`config.mk`:
```
export PLATFORM = sky130hd
export DESIGN_NAME = rfc_frame_check
export DESIGN_NICKNAME = d
export VERILOG_FILES = /design/src/hw/rfc_pkg.sv /design/src/hw/rfc_fifo.sv /design/src/hw/rfc_addr_decode.sv /design/src/hw/rfc_frame_check.sv
export SDC_FILE = /design/constraint.sdc
export NUM_CORES = 1
export LEC_CHECK = 0
export BUFFER_PORTS_ARGS = -buffer_cell sky130_fd_sc_hd__buf_4
export CAP_MARGIN = 20
export CORE_MARGIN = 3
export CORE_UTILIZATION = 30
export DETAILED_ROUTE_END_ITERATION = 8
export SYNTH_ARGS = -nofsm -noshare
export SYNTH_HDL_FRONTEND = slang
export SYNTH_HIERARCHICAL = 1
export SYNTH_SLANG_ARGS = --single-unit
```
`constraint.sdc`:
```
create_clock -name clk -period 6.3 [get_ports clk]
set_clock_uncertainty 0.05 [all_clocks]
set_input_delay 0.63 -clock clk [delete_from_list [all_inputs] [get_ports clk]]
set_output_delay 0.63 -clock clk [all_outputs]
set_load 0.03 [all_outputs]
```
`src/hw/rfc_pkg.sv`:
```
package rfc_pkg;
  // Frame framing bytes.
  localparam logic [7:0] SOH_BYTE = 8'h01;
  // Transponder type codes carried in the low status bits.
  localparam logic [1:0] TYPE_READ_ONLY = 2'h0;
  localparam logic [1:0] TYPE_RW = 2'h1;
  localparam logic [1:0] TYPE_MULTIPAGE = 2'h2;
  localparam logic [1:0] TYPE_OTHER = 2'h3;
  // Read address layout: page in the upper six bits, status in the lower two.
  localparam int RA_PAGE_LSB = 2;
  localparam int RA_PAGE_W = 6;
  localparam int RA_STAT_W = 2;
  localparam logic [1:0] RA_UNLOCKED = 2'h0;
  localparam logic [1:0] RA_PROG_DONE = 2'h1;
  localparam logic [1:0] RA_LOCKED = 2'h2;
  localparam logic [1:0] RA_RESERVED = 2'h3;
  localparam logic [5:0] RA_PAGE_NONE = 6'h00;
  // Multipage reply carries eight identification bytes and the read address.
  localparam logic [7:0] MULTIPAGE_DATA_LEN = 8'h09;
  localparam int ID_BYTES = 8;
  // Programming frame constants for the 64-bit read/write transponder.
  localparam logic [7:0] RW_KEYWORD = 8'hbb;
  localparam logic [7:0] RW_PASSWORD = 8'heb;
  localparam logic [15:0] RW_FRAME_CODE = 16'h0300;
  // Timing in the documented units and the clock rate.
  localparam longint CLK_HZ = 40000000;
  localparam longint INTERBYTE_MS = 10;
  localparam longint CYC_NOSYNC_NOREAD_MS = 105;
  localparam longint CYC_NOSYNC_READ_MS = 175;
  localparam longint CYC_SYNC_NOREAD_MS = 175;
  localparam longint CYC_SYNC_READ_MS = 245;
  // Cycle counts; longest times round down.
  localparam longint INTERBYTE_CYC = INTERBYTE_MS * CLK_HZ / 1000;
  localparam longint NOSYNC_NOREAD_CYC = CYC_NOSYNC_NOREAD_MS * CLK_HZ / 1000;
  localparam longint NOSYNC_READ_CYC = CYC_NOSYNC_READ_MS * CLK_HZ / 1000;
  localparam longint SYNC_NOREAD_CYC = CYC_SYNC_NOREAD_MS * CLK_HZ / 1000;
  localparam longint SYNC_READ_CYC = CYC_SYNC_READ_MS * CLK_HZ / 1000;
  // Receive parser states.
  typedef enum logic [2:0] {
    RX_IDLE = 3'b000,
    RX_LEN = 3'b001,
    RX_BODY = 3'b010,
    RX_CHECK = 3'b011
  } rfc_rx_state_type;
endpackage

```
`src/hw/rfc_fifo.sv`:
```
`timescale 1ns/1ps
`default_nettype none
module rfc_fifo #(
  parameter int WIDTH = 8,
  parameter int DEPTH = 8
) (
  input wire logic clk,
  input wire logic sys_rst,
  input wire logic in_valid,
  output logic in_ready,
  input wire logic [WIDTH-1:0] in_data,
  output logic out_valid,
  input wire logic out_ready,
  output logic [WIDTH-1:0] out_data
);
  localparam int AW = $clog2(DEPTH);

  initial begin
    if (DEPTH < 2 || (1 << AW) != DEPTH) begin
      $error("rfc_fifo depth must be a power of two of at least 2");
    end
  end

  logic [WIDTH-1:0] mem_q [DEPTH];
  logic [AW:0] wr_q;
  logic [AW:0] rd_q;
  logic push;
  logic pop;

  // Full and empty come from pointers with one extra wrap bit.
  assign in_ready = (wr_q - rd_q) != (AW+1)'(DEPTH);
  assign out_valid = wr_q != rd_q;
  assign push = in_valid && in_ready;
  assign pop = out_valid && out_ready;
  assign out_data = mem_q[rd_q[AW-1:0]];

  // Storage is written without reset; only pointers carry control state.
  always_ff @(posedge clk) begin
    if (push) begin
      mem_q[wr_q[AW-1:0]] <= in_data;
    end
  end

  // Pointer updates.
  always_ff @(posedge clk) begin
    if (sys_rst) begin
      wr_q <= '0;
      rd_q <= '0;
    end else begin
      if (push) begin
        wr_q <= wr_q + (AW+1)'(1);
      end
      if (pop) begin
        rd_q <= rd_q + (AW+1)'(1);
      end
    end
  end

  a_fifo_no_overflow: assert property (@(posedge clk) disable iff (sys_rst)
    (wr_q - rd_q) <= (AW+1)'(DEPTH))
    else $error("fifo occupancy exceeds depth");
endmodule
`default_nettype wire

```
`src/hw/rfc_addr_decode.sv`:
```
`timescale 1ns/1ps
`default_nettype none
module rfc_addr_decode (
  input wire logic [7:0] read_addr,
  output logic [5:0] page,
  output logic [1:0] status,
  output logic unlocked_read,
  output logic prog_done,
  output logic locked_read,
  output logic reserved,
  output logic unreliable
);
  // Split the read address into its page and status fields.
  always_comb begin
    page = read_addr[rfc_pkg::RA_PAGE_LSB +: rfc_pkg::RA_PAGE_W];
    status = read_addr[rfc_pkg::RA_STAT_W-1:0];
    unlocked_read = status == rfc_pkg::RA_UNLOCKED;
    prog_done = status == rfc_pkg::RA_PROG_DONE;
    locked_read = status == rfc_pkg::RA_LOCKED;
    reserved = status == rfc_pkg::RA_RESERVED;
    // A zero page flags doubt; reserved status is not a real outcome at all.
    unreliable = (page == rfc_pkg::RA_PAGE_NONE) && !reserved;
  end
endmodule
`default_nettype wire

```
`src/hw/rfc_frame_check.sv`:
```
`timescale 1ns/1ps
`default_nettype none
// Overview of operation
// Last frame byte is XOR of all prior bytes except start byte.
// Inter-byte gap reaching about 10 ms resets the reader.
// Unsynchronised read cycle ends within 105 ms no read, 175 ms read.
// Synchronised read cycle ends within 175 ms no read, 245 ms read.
// Read/write programming frame carries keyword BB, password EB, code 0300.
// Host sends a write-address byte choosing function and page.
// Read address is six-bit page above two-bit status.
// Status 00 unlocked read, 01 programmed, 10 locked read, 11 reserved.
// Page field is the page number in plain binary.
// Zero page means outcome unreliable, kind given by status.
// Reserved status means data is not identification data.
// Host should check read address after each multipage command.
// Host repeats a command reported as unreliable.
// Frames start with 01 which is excluded from the check.
// Reply length counts status and data bytes, not check byte.
// Multipage reply holds eight ID bytes low first, then read address.
// Time-out discards partial frame and waits for a new start byte.
module rfc_frame_check #(
  parameter longint INTERBYTE_CYC = rfc_pkg::INTERBYTE_CYC,
  parameter longint NOSYNC_NOREAD_CYC = rfc_pkg::NOSYNC_NOREAD_CYC,
  parameter longint NOSYNC_READ_CYC = rfc_pkg::NOSYNC_READ_CYC,
  parameter longint SYNC_NOREAD_CYC = rfc_pkg::SYNC_NOREAD_CYC,
  parameter longint SYNC_READ_CYC = rfc_pkg::SYNC_READ_CYC
) (
  input wire logic clk,
  input wire logic sys_rst,
  input wire logic rx_valid,
  input wire logic [7:0] rx_data,
  output logic rx_frame_ok,
  output logic rx_frame_bad,
  output logic rx_timeout,
  output logic reader_reset,
  input wire logic cycle_start,
  input wire logic cycle_sync,
  input wire logic cycle_valid_read,
  output logic cycle_done,
  input wire logic rsp_valid,
  output logic rsp_ready,
  input wire logic [7:0] rsp_status,
  input wire logic [63:0] rsp_id,
  input wire logic [7:0] rsp_read_addr,
  output logic tx_valid,
  input wire logic tx_ready,
  output logic [7:0] tx_data,
  output logic [5:0] ra_page,
  output logic [1:0] ra_status,
  output logic ra_unreliable,
  output logic ra_reserved
);
  localparam int TW = 24;

  initial begin
    if (INTERBYTE_CYC < 1 || NOSYNC_NOREAD_CYC < 1 || SYNC_READ_CYC >= (64'd1 << TW)) begin
      $error("rfc_frame_check timing counts out of range");
    end
  end

  rfc_pkg::rfc_rx_state_type rx_st_q;
  logic [7:0] rx_len_q;
  logic [7:0] rx_xor_q;
  logic [TW-1:0] gap_q;
  logic gap_hit;

  // Inter-byte gap counter runs only while a frame is partly received.
  assign gap_hit = (rx_st_q != rfc_pkg::RX_IDLE) && !rx_valid &&
                   (gap_q == TW'(INTERBYTE_CYC - 1));

  always_ff @(posedge clk) begin
    if (sys_rst || rx_st_q == rfc_pkg::RX_IDLE || rx_valid) begin
      gap_q <= '0;
    end else begin
      gap_q <= gap_q + TW'(1);
    end
  end

  // Receive parser: start byte, length, body, check byte.
  always_ff @(posedge clk) begin
    if (sys_rst) begin
      rx_st_q <= rfc_pkg::RX_IDLE;
      rx_len_q <= '0;
      rx_xor_q <= '0;
    end else if (gap_hit) begin
      rx_st_q <= rfc_pkg::RX_IDLE;
    end else if (rx_valid) begin
      unique case (rx_st_q)
        rfc_pkg::RX_IDLE: begin
          if (rx_data == rfc_pkg::SOH_BYTE) begin
            rx_st_q <= rfc_pkg::RX_LEN;
            rx_xor_q <= '0;
          end
        end
        rfc_pkg::RX_LEN: begin
          rx_len_q <= rx_data;
          rx_xor_q <= rx_data;
          rx_st_q <= (rx_data == 8'h00) ? rfc_pkg::RX_CHECK : rfc_pkg::RX_BODY;
        end
        rfc_pkg::RX_BODY: begin
          rx_xor_q <= rx_xor_q ^ rx_data;
          rx_len_q <= rx_len_q - 8'h01;
          if (rx_len_q == 8'h01) begin
            rx_st_q <= rfc_pkg::RX_CHECK;
          end
        end
        rfc_pkg::RX_CHECK: begin
          rx_st_q <= rfc_pkg::RX_IDLE;
        end
        default: begin
          rx_st_q <= rfc_pkg::RX_IDLE;
        end
      endcase
    end
  end

  // Frame verdict pulses and the reset request on time-out.
  always_ff @(posedge clk) begin
    if (sys_rst) begin
      rx_frame_ok <= 1'b0;
      rx_frame_bad <= 1'b0;
      rx_timeout <= 1'b0;
      reader_reset <= 1'b0;
    end else begin
      rx_frame_ok <= rx_valid && !gap_hit && rx_st_q == rfc_pkg::RX_CHECK &&
                     rx_data == rx_xor_q;
      rx_frame_bad <= rx_valid && !gap_hit && rx_st_q == rfc_pkg::RX_CHECK &&
                      rx_data != rx_xor_q;
      rx_timeout <= gap_hit;
      reader_reset <= gap_hit;
    end
  end

  // Read cycle timer; the limit depends on sync and on the read outcome.
  logic [TW-1:0] cyc_q;
  logic cyc_busy_q;
  logic [TW-1:0] cyc_limit;

  always_comb begin
    if (cycle_sync) begin
      cyc_limit = cycle_valid_read ? TW'(SYNC_READ_CYC) : TW'(SYNC_NOREAD_CYC);
    end else begin
      cyc_limit = cycle_valid_read ? TW'(NOSYNC_READ_CYC) : TW'(NOSYNC_NOREAD_CYC);
    end
  end

  always_ff @(posedge clk) begin
    if (sys_rst || gap_hit) begin
      cyc_busy_q <= 1'b0;
      cyc_q <= '0;
      cycle_done <= 1'b0;
    end else begin
      cycle_done <= 1'b0;
      if (!cyc_busy_q && cycle_start) begin
        cyc_busy_q <= 1'b1;
        cyc_q <= TW'(1);
      end else if (cyc_busy_q) begin
        // The cycle is closed at the longest allowed time at the latest.
        if (cyc_q >= cyc_limit) begin
          cyc_busy_q <= 1'b0;
          cycle_done <= 1'b1;
        end else begin
          cyc_q <= cyc_q + TW'(1);
        end
      end
    end
  end

  // Read address decode for multipage replies.
  logic [5:0] dec_page;
  logic [1:0] dec_stat;
  logic dec_unrel;
  logic dec_res;

  rfc_addr_decode u_dec (
    .read_addr(rsp_read_addr),
    .page(dec_page),
    .status(dec_stat),
    .unlocked_read(),
    .prog_done(),
    .locked_read(),
    .reserved(dec_res),
    .unreliable(dec_unrel)
  );

  // Reply serializer: start, length, status, data, check byte into FIFO.
  logic [3:0] tx_idx_q;
  logic tx_busy_q;
  logic [7:0] tx_len_q;
  logic [7:0] tx_xor_q;
  logic [7:0] tx_st_q;
  logic [71:0] tx_body_q;
  logic [7:0] f_data;
  logic f_valid;
  logic f_ready;
  logic is_multipage;

  assign is_multipage = rsp_status[1:0] == rfc_pkg::TYPE_MULTIPAGE;

  always_comb begin
    f_valid = tx_busy_q;
    if (tx_idx_q == 4'h0) begin
      f_data = rfc_pkg::SOH_BYTE;
    end else if (tx_idx_q == 4'h1) begin
      f_data = tx_len_q;
    end else if (tx_idx_q == 4'h2) begin
      f_data = tx_st_q;
    end else if (tx_idx_q == 4'(tx_len_q + 8'h02)) begin
      f_data = tx_xor_q;
    end else begin
      f_data = tx_body_q[7:0];
    end
  end

  always_ff @(posedge clk) begin
    if (sys_rst) begin
      tx_busy_q <= 1'b0;
      rsp_ready <= 1'b1;
      tx_idx_q <= '0;
      tx_len_q <= '0;
      tx_xor_q <= '0;
      tx_st_q <= '0;
      tx_body_q <= '0;
    end else if (!tx_busy_q) begin
      if (rsp_valid) begin
        tx_busy_q <= 1'b1;
        // Ready is kept in its own flop as the inverse of busy, so the port has no gate.
        rsp_ready <= 1'b0;
        tx_idx_q <= '0;
        tx_st_q <= rsp_status;
        tx_body_q <= {rsp_read_addr, rsp_id};
        // The length covers the status byte as well as the data bytes.
        tx_len_q <= is_multipage ? rfc_pkg::MULTIPAGE_DATA_LEN + 8'h01 :
                    8'(rfc_pkg::ID_BYTES + 1);
        tx_xor_q <= '0;
      end
    end else if (f_ready) begin
      // Back-pressure from the FIFO holds the serializer in place.
      tx_idx_q <= tx_idx_q + 4'h1;
      if (tx_idx_q != 4'h0) begin
        tx_xor_q <= tx_xor_q ^ f_data;
      end
      if (tx_idx_q > 4'h2) begin
        tx_body_q <= {8'h00, tx_body_q[71:8]};
      end
      if (tx_idx_q == 4'(tx_len_q + 8'h02)) begin
        tx_busy_q <= 1'b0;
        rsp_ready <= 1'b1;
      end
    end
  end

  // Latched decode of the last multipage reply's read address.
  always_ff @(posedge clk) begin
    if (sys_rst) begin
      ra_page <= '0;
      ra_status <= '0;
      ra_unreliable <= 1'b0;
      ra_reserved <= 1'b0;
    end else if (rsp_valid && !tx_busy_q && is_multipage) begin
      ra_page <= dec_page;
      ra_status <= dec_stat;
      ra_unreliable <= dec_unrel;
      ra_reserved <= dec_res;
    end
  end

  logic [7:0] q_data;
  logic q_valid;

  rfc_fifo #(.WIDTH(8), .DEPTH(8)) u_fifo (
    .clk(clk),
    .sys_rst(sys_rst),
    .in_valid(f_valid),
    .in_ready(f_ready),
    .in_data(f_data),
    .out_valid(q_valid),
    .out_ready(!tx_valid || tx_ready),
    .out_data(q_data)
  );

  // Output stage register so the link sees flip-flop outputs.
  always_ff @(posedge clk) begin
    if (sys_rst) begin
      tx_valid <= 1'b0;
      tx_data <= '0;
    end else if (!tx_valid || tx_ready) begin
      tx_valid <= q_valid;
      tx_data <= q_data;
    end
  end

  a_timeout_reset: assert property (@(posedge clk) disable iff (sys_rst)
    gap_hit |=> reader_reset && rx_st_q == rfc_pkg::RX_IDLE)
    else $error("time-out did not reset the parser");
  a_good_check: assert property (@(posedge clk) disable iff (sys_rst)
    rx_valid && rx_st_q == rfc_pkg::RX_CHECK && rx_data == rx_xor_q && !gap_hit
    |=> rx_frame_ok && !rx_frame_bad)
    else $error("matching check byte not accepted");
  a_cycle_bound: assert property (@(posedge clk) disable iff (sys_rst)
    cyc_busy_q |-> cyc_q <= TW'(SYNC_READ_CYC))
    else $error("read cycle ran past its limit");
  a_multipage_length: assert property (@(posedge clk) disable iff (sys_rst)
    rsp_valid && !tx_busy_q && is_multipage |=>
    tx_len_q == rfc_pkg::MULTIPAGE_DATA_LEN + 8'h01)
    else $error("multipage reply length wrong");
  a_start_byte: assert property (@(posedge clk) disable iff (sys_rst)
    tx_busy_q && tx_idx_q == 4'h0 |-> f_data == rfc_pkg::SOH_BYTE)
    else $error("reply does not open with start byte");
  a_page_decode: assert property (@(posedge clk) disable iff (sys_rst)
    rsp_valid && !tx_busy_q && is_multipage |=> ra_page == $past(rsp_read_addr[7:2]))
    else $error("page field decoded wrongly");
  a_unrel_decode: assert property (@(posedge clk) disable iff (sys_rst)
    rsp_valid && !tx_busy_q && is_multipage && rsp_read_addr[7:2] == 6'h00 &&
    rsp_read_addr[1:0] != 2'h3 |=> ra_unreliable)
    else $error("zero page not flagged unreliable");
  a_status_decode: assert property (@(posedge clk) disable iff (sys_rst)
    rsp_valid && !tx_busy_q && is_multipage |=> ra_status == $past(rsp_read_addr[1:0]) &&
    ra_reserved == ($past(rsp_read_addr[1:0]) == 2'h3))
    else $error("status field decoded wrongly");
endmodule
`default_nettype wire

```
* After elaboration in Yosys (flattened, before gate mapping) *
Memory sizes are Yosys's and may differ from the RTL's. A register that Yosys moved wholly into a read port is not among the register bits.
Cells that the tools add are included.
W data, S select, Z words.

word-level totals
  output and inout bits = 25
  memories = 1
  flip-flop bits (word level) = 189
  bits of input ports = 96
  memory bits (writable) = 64

operators by class
  multiplexer cells = 43
  add/sub/neg operators = 8
  bitwise gates (word level) = 6
  order comparisons = 2
  eq/ne operators = 22
  reduce and logical (&&, ||, !) cells = 45

memory list
  name          depth  bits a word  rd ports  clocked after Yosys merged registers in  wr ports  line            RTL
  u_fifo.mem_q  8      8            1         1                                        1         rfc_fifo.sv:24  logic [WIDTH-1:0] mem_q [DEPTH];

operators with widths
  operator                 number
  $mux W72                 4
  $mux W8                  9
  $add A24 B1 Y24 const B  2
  $mux W24                 2
  $eq A24 B19 Y1 const B   1
  $ge A24 B24 Y1           1
  $pmux W8 S3              1
  $mux W22                 1
  $mux W1                  18
  $eq A8 B1 Y1 const B     2
  $pmux W8 S2              1
  $xor A8 B8 Y8            2
  $reduce_and A3 Y1        5
  $add A4 B1 Y4 const B    3
  $logic_and A1 B1 Y1      12
  $mux W4                  3
  $ne A2 B1 Y1 const B     5
  $pmux W3 S3              1
  $eq A8 B8 Y1             1
  $logic_not A8 Y1         1
  $ne A8 B8 Y1             1
  $reduce_and A2 Y1        4
  $sub A8 B1 Y8 const B    1
  $eq A3 B2 Y1 const B     2
  25 further kinds         43

* Logic depth before layout (Yosys ltp) *
Gate-level depths: netlist (run 1).

  depth after elaboration = 10
  mapped depth = 12

* Modules after synthesis *
The synthesis (run 1) kept the hierarchy.

modules (own cells, without submodules)
  module           seq. area each (um^2)  cells an instance  instances  area each (um^2)
  rfc_frame_check  3743.6                 1139               1          9626.7
  rfc_fifo         2142.1                 169                1          3088.0
  rfc_addr_decode  0.0                    14                 1          106.4

* Worst setup path after synthesis (run 1) *
Ideal clock, no wire load.

  path kind = input-to-reg
  from = input port cycle_sync
  to = register cyc_q[10]
  path slack = 3.529 ns
  stages on the path = 10
  required time = 6.178 ns
  arrival = 2.650 ns
  buffers on the path = 1
  library setup time = 0.072 ns
  path through = inv_1 > ha_1 > inv_1 > ha_1 > nand3_1 > or4_1 > or2_1 > clkbuf_1 > nand4_1 > mux2i_1

on the way
  longest elaborated chain between the ends = 4

RTL lines
  item                                line                    RTL
  start: declaration                  rfc_frame_check.sv:37   input wire logic cycle_sync,
  $mux W24                            rfc_frame_check.sv:140  if (cycle_sync) begin
  $ge A24 B24 Y1                      rfc_frame_check.sv:159  if (cyc_q >= cyc_limit) begin
  $not A1 Y1 (no source line)         --
  $reduce_and A2 Y1 (no source line)  --
  end signal: assignment              rfc_frame_check.sv:163  cyc_q <= cyc_q + TW'(1);
  end: declaration                    rfc_frame_check.sv:135  logic [TW-1:0] cyc_q;

No other way between the ends.
A chain may end at the register's enable or synchronous reset.

* Worst setup path after layout (run 1) *
  from = register tx_busy_q, in the netlist f_valid
  to = register tx_body_q[11]

on the way
  longest elaborated chain between the ends = 2

RTL lines
  item                                                                 line                    RTL
  start: declaration                                                   rfc_frame_check.sv:188  logic tx_busy_q;
  start signal: assignment                                             rfc_frame_check.sv:217  tx_busy_q <= 1'b0;
  start signal: assignment                                             rfc_frame_check.sv:226  tx_busy_q <= 1'b1;
  start signal: assignment                                             rfc_frame_check.sv:247  tx_busy_q <= 1'b0;
  $ne A2 B1 Y1 (no source line) or $reduce_bool A2 Y1 (tied branches)  --
  $reduce_and A3 Y1 (no source line)                                   --
  end signal: assignment                                               rfc_frame_check.sv:231  tx_body_q <= {rsp_read_addr, rsp_id};
  end signal: assignment                                               rfc_frame_check.sv:244  tx_body_q <= {8'h00, tx_body_q[71:8]};
  end: declaration                                                     rfc_frame_check.sv:192  logic [71:0] tx_body_q;

Several ways; a longest one is shown, not always the timed one.

==> summary.md, run 1 <==
| Metric | Value |
|---|---|
| Final Core Density | `36.1%` |
| CTS Buf Count | `31` |
| Hold path start | `rsp_status[0]` |
| Antenna violations before repair | `0` |
| Worst Setup Start Kind | `flip-flop` |
| Req. time, crit path | `6.70 ns` |
| Post-route setup slack | `2.88 ns` |
| First-pass GRT wire length | `50100 um` |
| Clk buf depth | `3` |
| Fin crit period | `3.42 ns` |
| Crit path largest cell delay | `0.69 ns` |
| Final HPWL DP | `22600 um` |
| Syn Nets | `1451` |
| Layout cells sized above 1 | `15.9%` |
| Worst reg2reg path depth | `6` |
| Cell Area, Synth | `12800 sq um` |
| Cts repair resizes | `0` |
| I/O pins | `121` |
| DR DRC count | `0` |
| Fill cells | `4220` |
| Site row count | `75` |
| GRT Util Overall | `13.7%` |
| Footprint of the multi-input gates | `6410 sq um` |
| Period utilization | `54.3%` |
| Pre-CTS setup slack | `2.81 ns` |
| Reg2reg start | `f_valid` |
| Detailed Route WL | `32000 um` |
| Fin Setup TNS | `0 ns` |
| Htree depth | `1` |
| DR iter-0 viols | `486` |
| Via-per-instance ratio | `5.06` |
| Mapped Cells | `1319` |
| CTS sink cnt | `262` |
| Port bufs | `120` |
| Storage element area | `5890 sq um` |
| CP arrival | `3.82 ns` |
| Element type at the critical path end | `flip-flop` |
| N_diodes | `0` |
| Number of stages on the worst setup path | `6` |
| Clk_lat worst skew | `0.56 ns` |
| Ys Warns | `6` |
| Max_slew headroom | `26.1%` |
| Max-cap viol count | `0` |
| Die width | `213 um` |
| Max-slew violation count | `0` |
| Root Buffer | `clkbuf_16` |
| Hold Path Class | `input port to flip-flop` |
| Die Ht | `213 um` |
| Dpl cells | `1905` |
| Syn avg cell area | `9.71 sq um` |
| Vias in the first global route | `9315` |
| Final-report hold violation count | `0` |
| Most common library cell in the layout ignoring fill and taps | `dfxtp_1` |
| Post-CTS Setup Repair Bufs | `0` |
| Hold Path End | `tx_st_q[0]` |
| TritonCTS clock tree | `yes` |
| Fmax | `292 MHz` |
| WL/cell | `16.3 um` |
| Slew @ Worst Pin | `1.11 ns` |
| Power Density | `287 nW/um^2` |
| Crit path cell chain | `buf_4 > mux2_2 > and2_4 > buf_4 > nor2_1 > a211oi_1` |
| Slowest CP cell | `buf_4` |
| RSZ-0062 raised after global routing | `no` |
| Status | `completed` |
| Critical path class | `flip-flop to flip-flop` |
| R2R Setup Slk | `2.88 ns` |
| Core area | `42000 sq um` |
| CP Buf/Inv Count | `2` |
| Nets | `1531` |
| Final setup fails | `0` |
| Placer Congestion | `0.820` |
| Vias after detailed routing | `9926` |
| Max rail drop VDD | `0.195 mV` |
| Most frequent cells in the layout | `dfxtp_1, nor2_1, buf_4, nand2_1, mux2i_1` |
| Hold-fix buffers, CTS | `0` |
| Worst-path clk slew | `0.06 ns` |
| FF-to-FF End | `tx_body_q[11]` |
| Initial Util | `30.5%` |
| Crit Path Max Fanout | `82` |
| Hold Path Depth | `3` |
| Finished Layout Cells | `1961` |
| Die Footprint | `45200 sq um` |
| Grt ovf | `0` |
| 1st-pass router iterations | `5` |
| Largest net degree at the start of global routing | `83` |
| Most used cell along the critical path | `buf_4` |
| DRT antenna net count | `0` |
| Area added between synthesis and finish | `18.5%` |
| Lkg Pwr | `5.69 nW` |
| CP delay by family, top | `buffers and inverters` |
[worst max-delay path by stage]
stage                from             to
2_1_floorplan  cycle_sync      cyc_q[10]
3_3_place_gp      f_valid  tx_body_q[10]
4_1_cts           f_valid  tx_body_q[11]
6_report          f_valid  tx_body_q[11]
3_5_place_dp      f_valid  tx_body_q[11]
5_1_grt           f_valid  tx_body_q[20]
[sequential cells by signal, indices dropped and copies added (netlist names), 2 cells and up, named ones only]
signal	flops
u_fifo/wr_q	4
u_fifo/rd_q	4
tx_body_q	72
ra_page	6
u_fifo/mem_q	64
rx_len_q	8
tx_data	8
tx_xor_q	8
tx_st_q	8
rx_xor_q	8
gap_q	24
cyc_q	24
ra_status	2
rx_st_q	2
tx_idx_q	4
tx_len_q	3
[where the power goes]
group,switching [mW],leakage (nW),total (mW),internal (mW)
Sequential,0.0897,2.26,1.91,1.82
Combinational,0.329,2.92,0.611,0.282
Clock,0.696,0.512,1.84,1.14
[area by class of cell]
cell class,instances,area share [%]
Clock buffer,44,5.63
Multi-Input combinational cell,930,42.2
Clock inverter,12,1.24
Inverter,44,1.09
Timing Repair Buffer,130,6.56
Sequential cell,262,38.8
Tap cell,539,4.44
[tightest hold or removal path, cell delays in order]
cell and delay [ns]:
buf_4 0.11, nand2_1 0.05, a21oi_1 0.05
[stage by stage]
step / area (sq um) / hold WS, ns / total power [mW]
after floorplan: 12800 / 0.363 / 2.35
after global routing: 15200 / 0.275 / 4.57
after CTS: 15200 / 0.258 / 4.43
after global placement: 14100 / 0.372 / 2.53
final: 15200 / 0.286 / 4.36
after detailed placement: 14100 / 0.390 / 2.56
[layer usage]
layer  GRT usage [%]  vias up  part of all wire, %
li1                -     4968                    -
met1            18.0     4727                   44
met2            23.3      185                   49
met3            2.45       46                  4.3
met4            3.83        0                  2.6
met5               0        -                    0
No activity file was read; power rests on OpenSTA's default activity.
==> run 2, diff against run 1 <==
- clock period: 6.3 -> 3.1 ns (I/O delays scaled with it)
==> run 2 against run 1 <==
Compared with the run above: critical path depth grew 4; die area is the same; count of clock-buffer cells in the layout grew 1; maximum frequency grew 17%; clock power grew 86%; sequential share of layout area shrank 0.67 points; wire length grew 0.86%; sequential power grew 100%; critical path type unchanged; highest routed layer is now met5.
==> summary.md, run 2 (synthesized netlist as in run 1, its figures left out) <==
| Metric | Value |
|---|---|
| R2R Setup Slk | `0.18 ns (was 2.88 ns)` |
| Worst Setup Start Kind | `flip-flop (unchanged)` |
| DR iter-0 viols | `468 (was 486)` |
| CTS sink cnt | `262 (unchanged)` |
| Hold Path Depth | `3 (unchanged)` |
| First-pass GRT wire length | `51500 um (was 50100 um)` |
| Final setup fails | `0 (unchanged)` |
| Final-report hold violation count | `0 (unchanged)` |
| Die Footprint | `45200 sq um (unchanged)` |
| Fin Setup TNS | `0 ns (unchanged)` |
| Crit Path Max Fanout | `14 (was 82)` |
| RSZ-0062 raised after global routing | `no (unchanged)` |
| Period utilization | `94.3% (was 54.3%)` |
| Worst reg2reg path depth | `10 (was 6)` |
| Die Ht | `213 um (unchanged)` |
| Cts repair resizes | `0 (unchanged)` |
| Critical path class | `flip-flop to flip-flop (unchanged)` |
| Via-per-instance ratio | `5.03 (was 5.06)` |
| Fin crit period | `2.92 ns (was 3.42 ns)` |
| Clk_lat worst skew | `0.56 ns (about the same)` |
| M3 GR Usage | `2.26% (was 2.45%)` |
| Htree depth | `1 (unchanged)` |
| Area added between synthesis and finish | `20.6% (was 18.5%)` |
| Overall power | `8.57 mW (was 4.36 mW)` |
| Max FFs per register | `72 (unchanged)` |
| Placer Congestion | `0.834 (was 0.820)` |
| DR DRC count | `0 (unchanged)` |
| Most frequent cells in the layout | `dfxtp_1, nor2_1, buf_4, nand2_1, mux2i_1 (unchanged)` |
| Top Usage Layer GRT | `met2 (unchanged)` |
| Post-CTS Setup Repair Bufs | `0 (unchanged)` |
| Clk buf depth | `3 (unchanged)` |
| Worst-path clk slew | `0.06 ns (about the same)` |
| CP delay by family, top | `simple AND/OR/NAND/NOR gates (was buffers and inverters)` |
| Port bufs | `120 (unchanged)` |
| Grt ovf | `0 (unchanged)` |
| Initial Util | `30.5% (unchanged)` |
| Core area | `42000 sq um (unchanged)` |
| Layout cells sized above 1 | `16.8% (was 15.9%)` |
| DRT antenna net count | `0 (unchanged)` |
| Max-cap viol count | `0 (unchanged)` |
| Largest Register | `tx_body_q (unchanged)` |
| Most used cell along the critical path | `o311a_1 (was buf_4)` |
| Slew @ Worst Pin | `1.04 ns (was 1.11 ns)` |
| Max-slew violation count | `0 (unchanged)` |
| Hold Path Class | `input port to flip-flop (unchanged)` |
| Nets | `1568 (was 1531)` |
| Max_slew headroom | `31.0% (was 26.1%)` |
| TritonCTS clock tree | `yes (unchanged)` |
| Hold-fix buffers, CTS | `18 (was 0)` |
| Most common library cell in the layout ignoring fill and taps | `dfxtp_1 (unchanged)` |
| Die width | `213 um (unchanged)` |
| Max rail drop VDD | `0.377 mV (was 0.195 mV)` |
| CTS Buf Count | `30 (was 31)` |
| Vias after detailed routing | `10100 (was 9926)` |
| I/O pins | `121 (unchanged)` |
| Req. time, crit path | `3.52 ns (was 6.70 ns)` |
| Element type at the critical path end | `flip-flop (unchanged)` |
| CP arrival | `3.35 ns (was 3.82 ns)` |
| Largest net degree at the start of global routing | `49 (was 83)` |
| Status | `completed (unchanged)` |
| Antenna violations before repair | `2 (was 0)` |
| Crit path cell chain | `ha_1 > and2b_1 > nor3_1 > o2bb2ai_1 > nand3_1 > mux2_2 > o311a_1 > nand4b_1 > o311a_1 > o211ai_1 (was buf_4 > mux2_2 > and2_4 > buf_4 > nor2_1 > a211oi_1)` |
| Final HPWL DP | `22900 um (was 22600 um)` |
| Detailed Route WL | `32300 um (was 32000 um)` |
| 1st-pass router iterations | `4 (was 5)` |
| Grt met2 use | `24.6% (was 23.3%)` |
| CP Buf/Inv Count | `0 (was 2)` |
| Final Core Density | `36.7% (was 36.1%)` |
| Vias in the first global route | `9649 (was 9315)` |
| GRT Util Overall | `14.1% (was 13.7%)` |
| Lkg Pwr | `5.84 nW (was 5.69 nW)` |
| Grt met1 use | `18.2% (was 18.0%)` |
| Crit path largest cell delay | `0.52 ns (was 0.69 ns)` |
| Power Density | `555 nW/um^2 (was 287 nW/um^2)` |
| Root Buffer | `clkbuf_16 (unchanged)` |
| WL/cell | `16.2 um (was 16.3 um)` |
| Number of stages on the worst setup path | `10 (was 6)` |
| Site row count | `75 (unchanged)` |
| Fmax | `342 MHz (was 292 MHz)` |
| Hold WS | `0.0485 ns (was 0.286 ns)` |
| Slowest CP cell | `dfxtp_1 (was buf_4)` |
## run 2: cell types whose count changed in the layout (fill, tap and decap cells not counted)
cell and change:
buf_12 +3, buf_16 -1, buf_4 +18, bufinv_16 -4, clkbuf_1 -2, clkbuf_8 +3
clkinv_1 +2, clkinv_2 +1, diode_2 +1, dlygate4sd3_1 +18, inv_6 -1
## run 2: where the power goes
| group | internal, mW | switching, mW | leakage (nW) |
|---|---|---|---|
| sequential | 3.69 | 0.145 | 2.26 |
| clock | 2.04 | 1.39 | 0.477 |
| combinational | 0.598 | 0.705 | 3.11 |
| total | 6.33 | 2.24 | 5.84 |
## run 2: area by class of cell
class	instances	area [sq um]
Fill cell	4224	26600
Multi-Input combinational cell	930	6410
Sequential cell	262	5890
Timing Repair Buffer	168	1340
Clock buffer	45	888
Tap cell	539	674
Inverter	44	165
Clock inverter	10	71.3
Antenna cell	1	2.50
## run 2: through the flow
stage	instance area, sq um	setup slack (ns)	std cells
floorplan	12800	0.513	1319
global placement	14300	0.290	1925
detailed placement	14300	0.228	1925
CTS	15400	0.219	1998
global route	15400	0.0138	1998
finish	15400	0.176	1999
## run 2: worst paths after layout
kind / startpoint / endpoint
max: u_fifo/wr_q[1] / tx_xor_q[3]
min: rsp_id[33] / tx_body_q[33]
max reg2reg: u_fifo/wr_q[1] / tx_xor_q[3]
min reg2reg: gap_q[0] / gap_q[0]
## run 2: routing by layer
layer / wire length, um / up-vias
met4: 762 / 2
met5: 12 / -
met2: 16200 / 148
met1: 14300 / 4812
met3: 1090 / 52
li1: - / 5041
## run 2: worst min-delay path: cells and delay by family
family	cells	cell delay [ns]
muxes	1	0.11
AOI/OAI and AO/OA	1	0.08
buffers and inverters	1	0.11
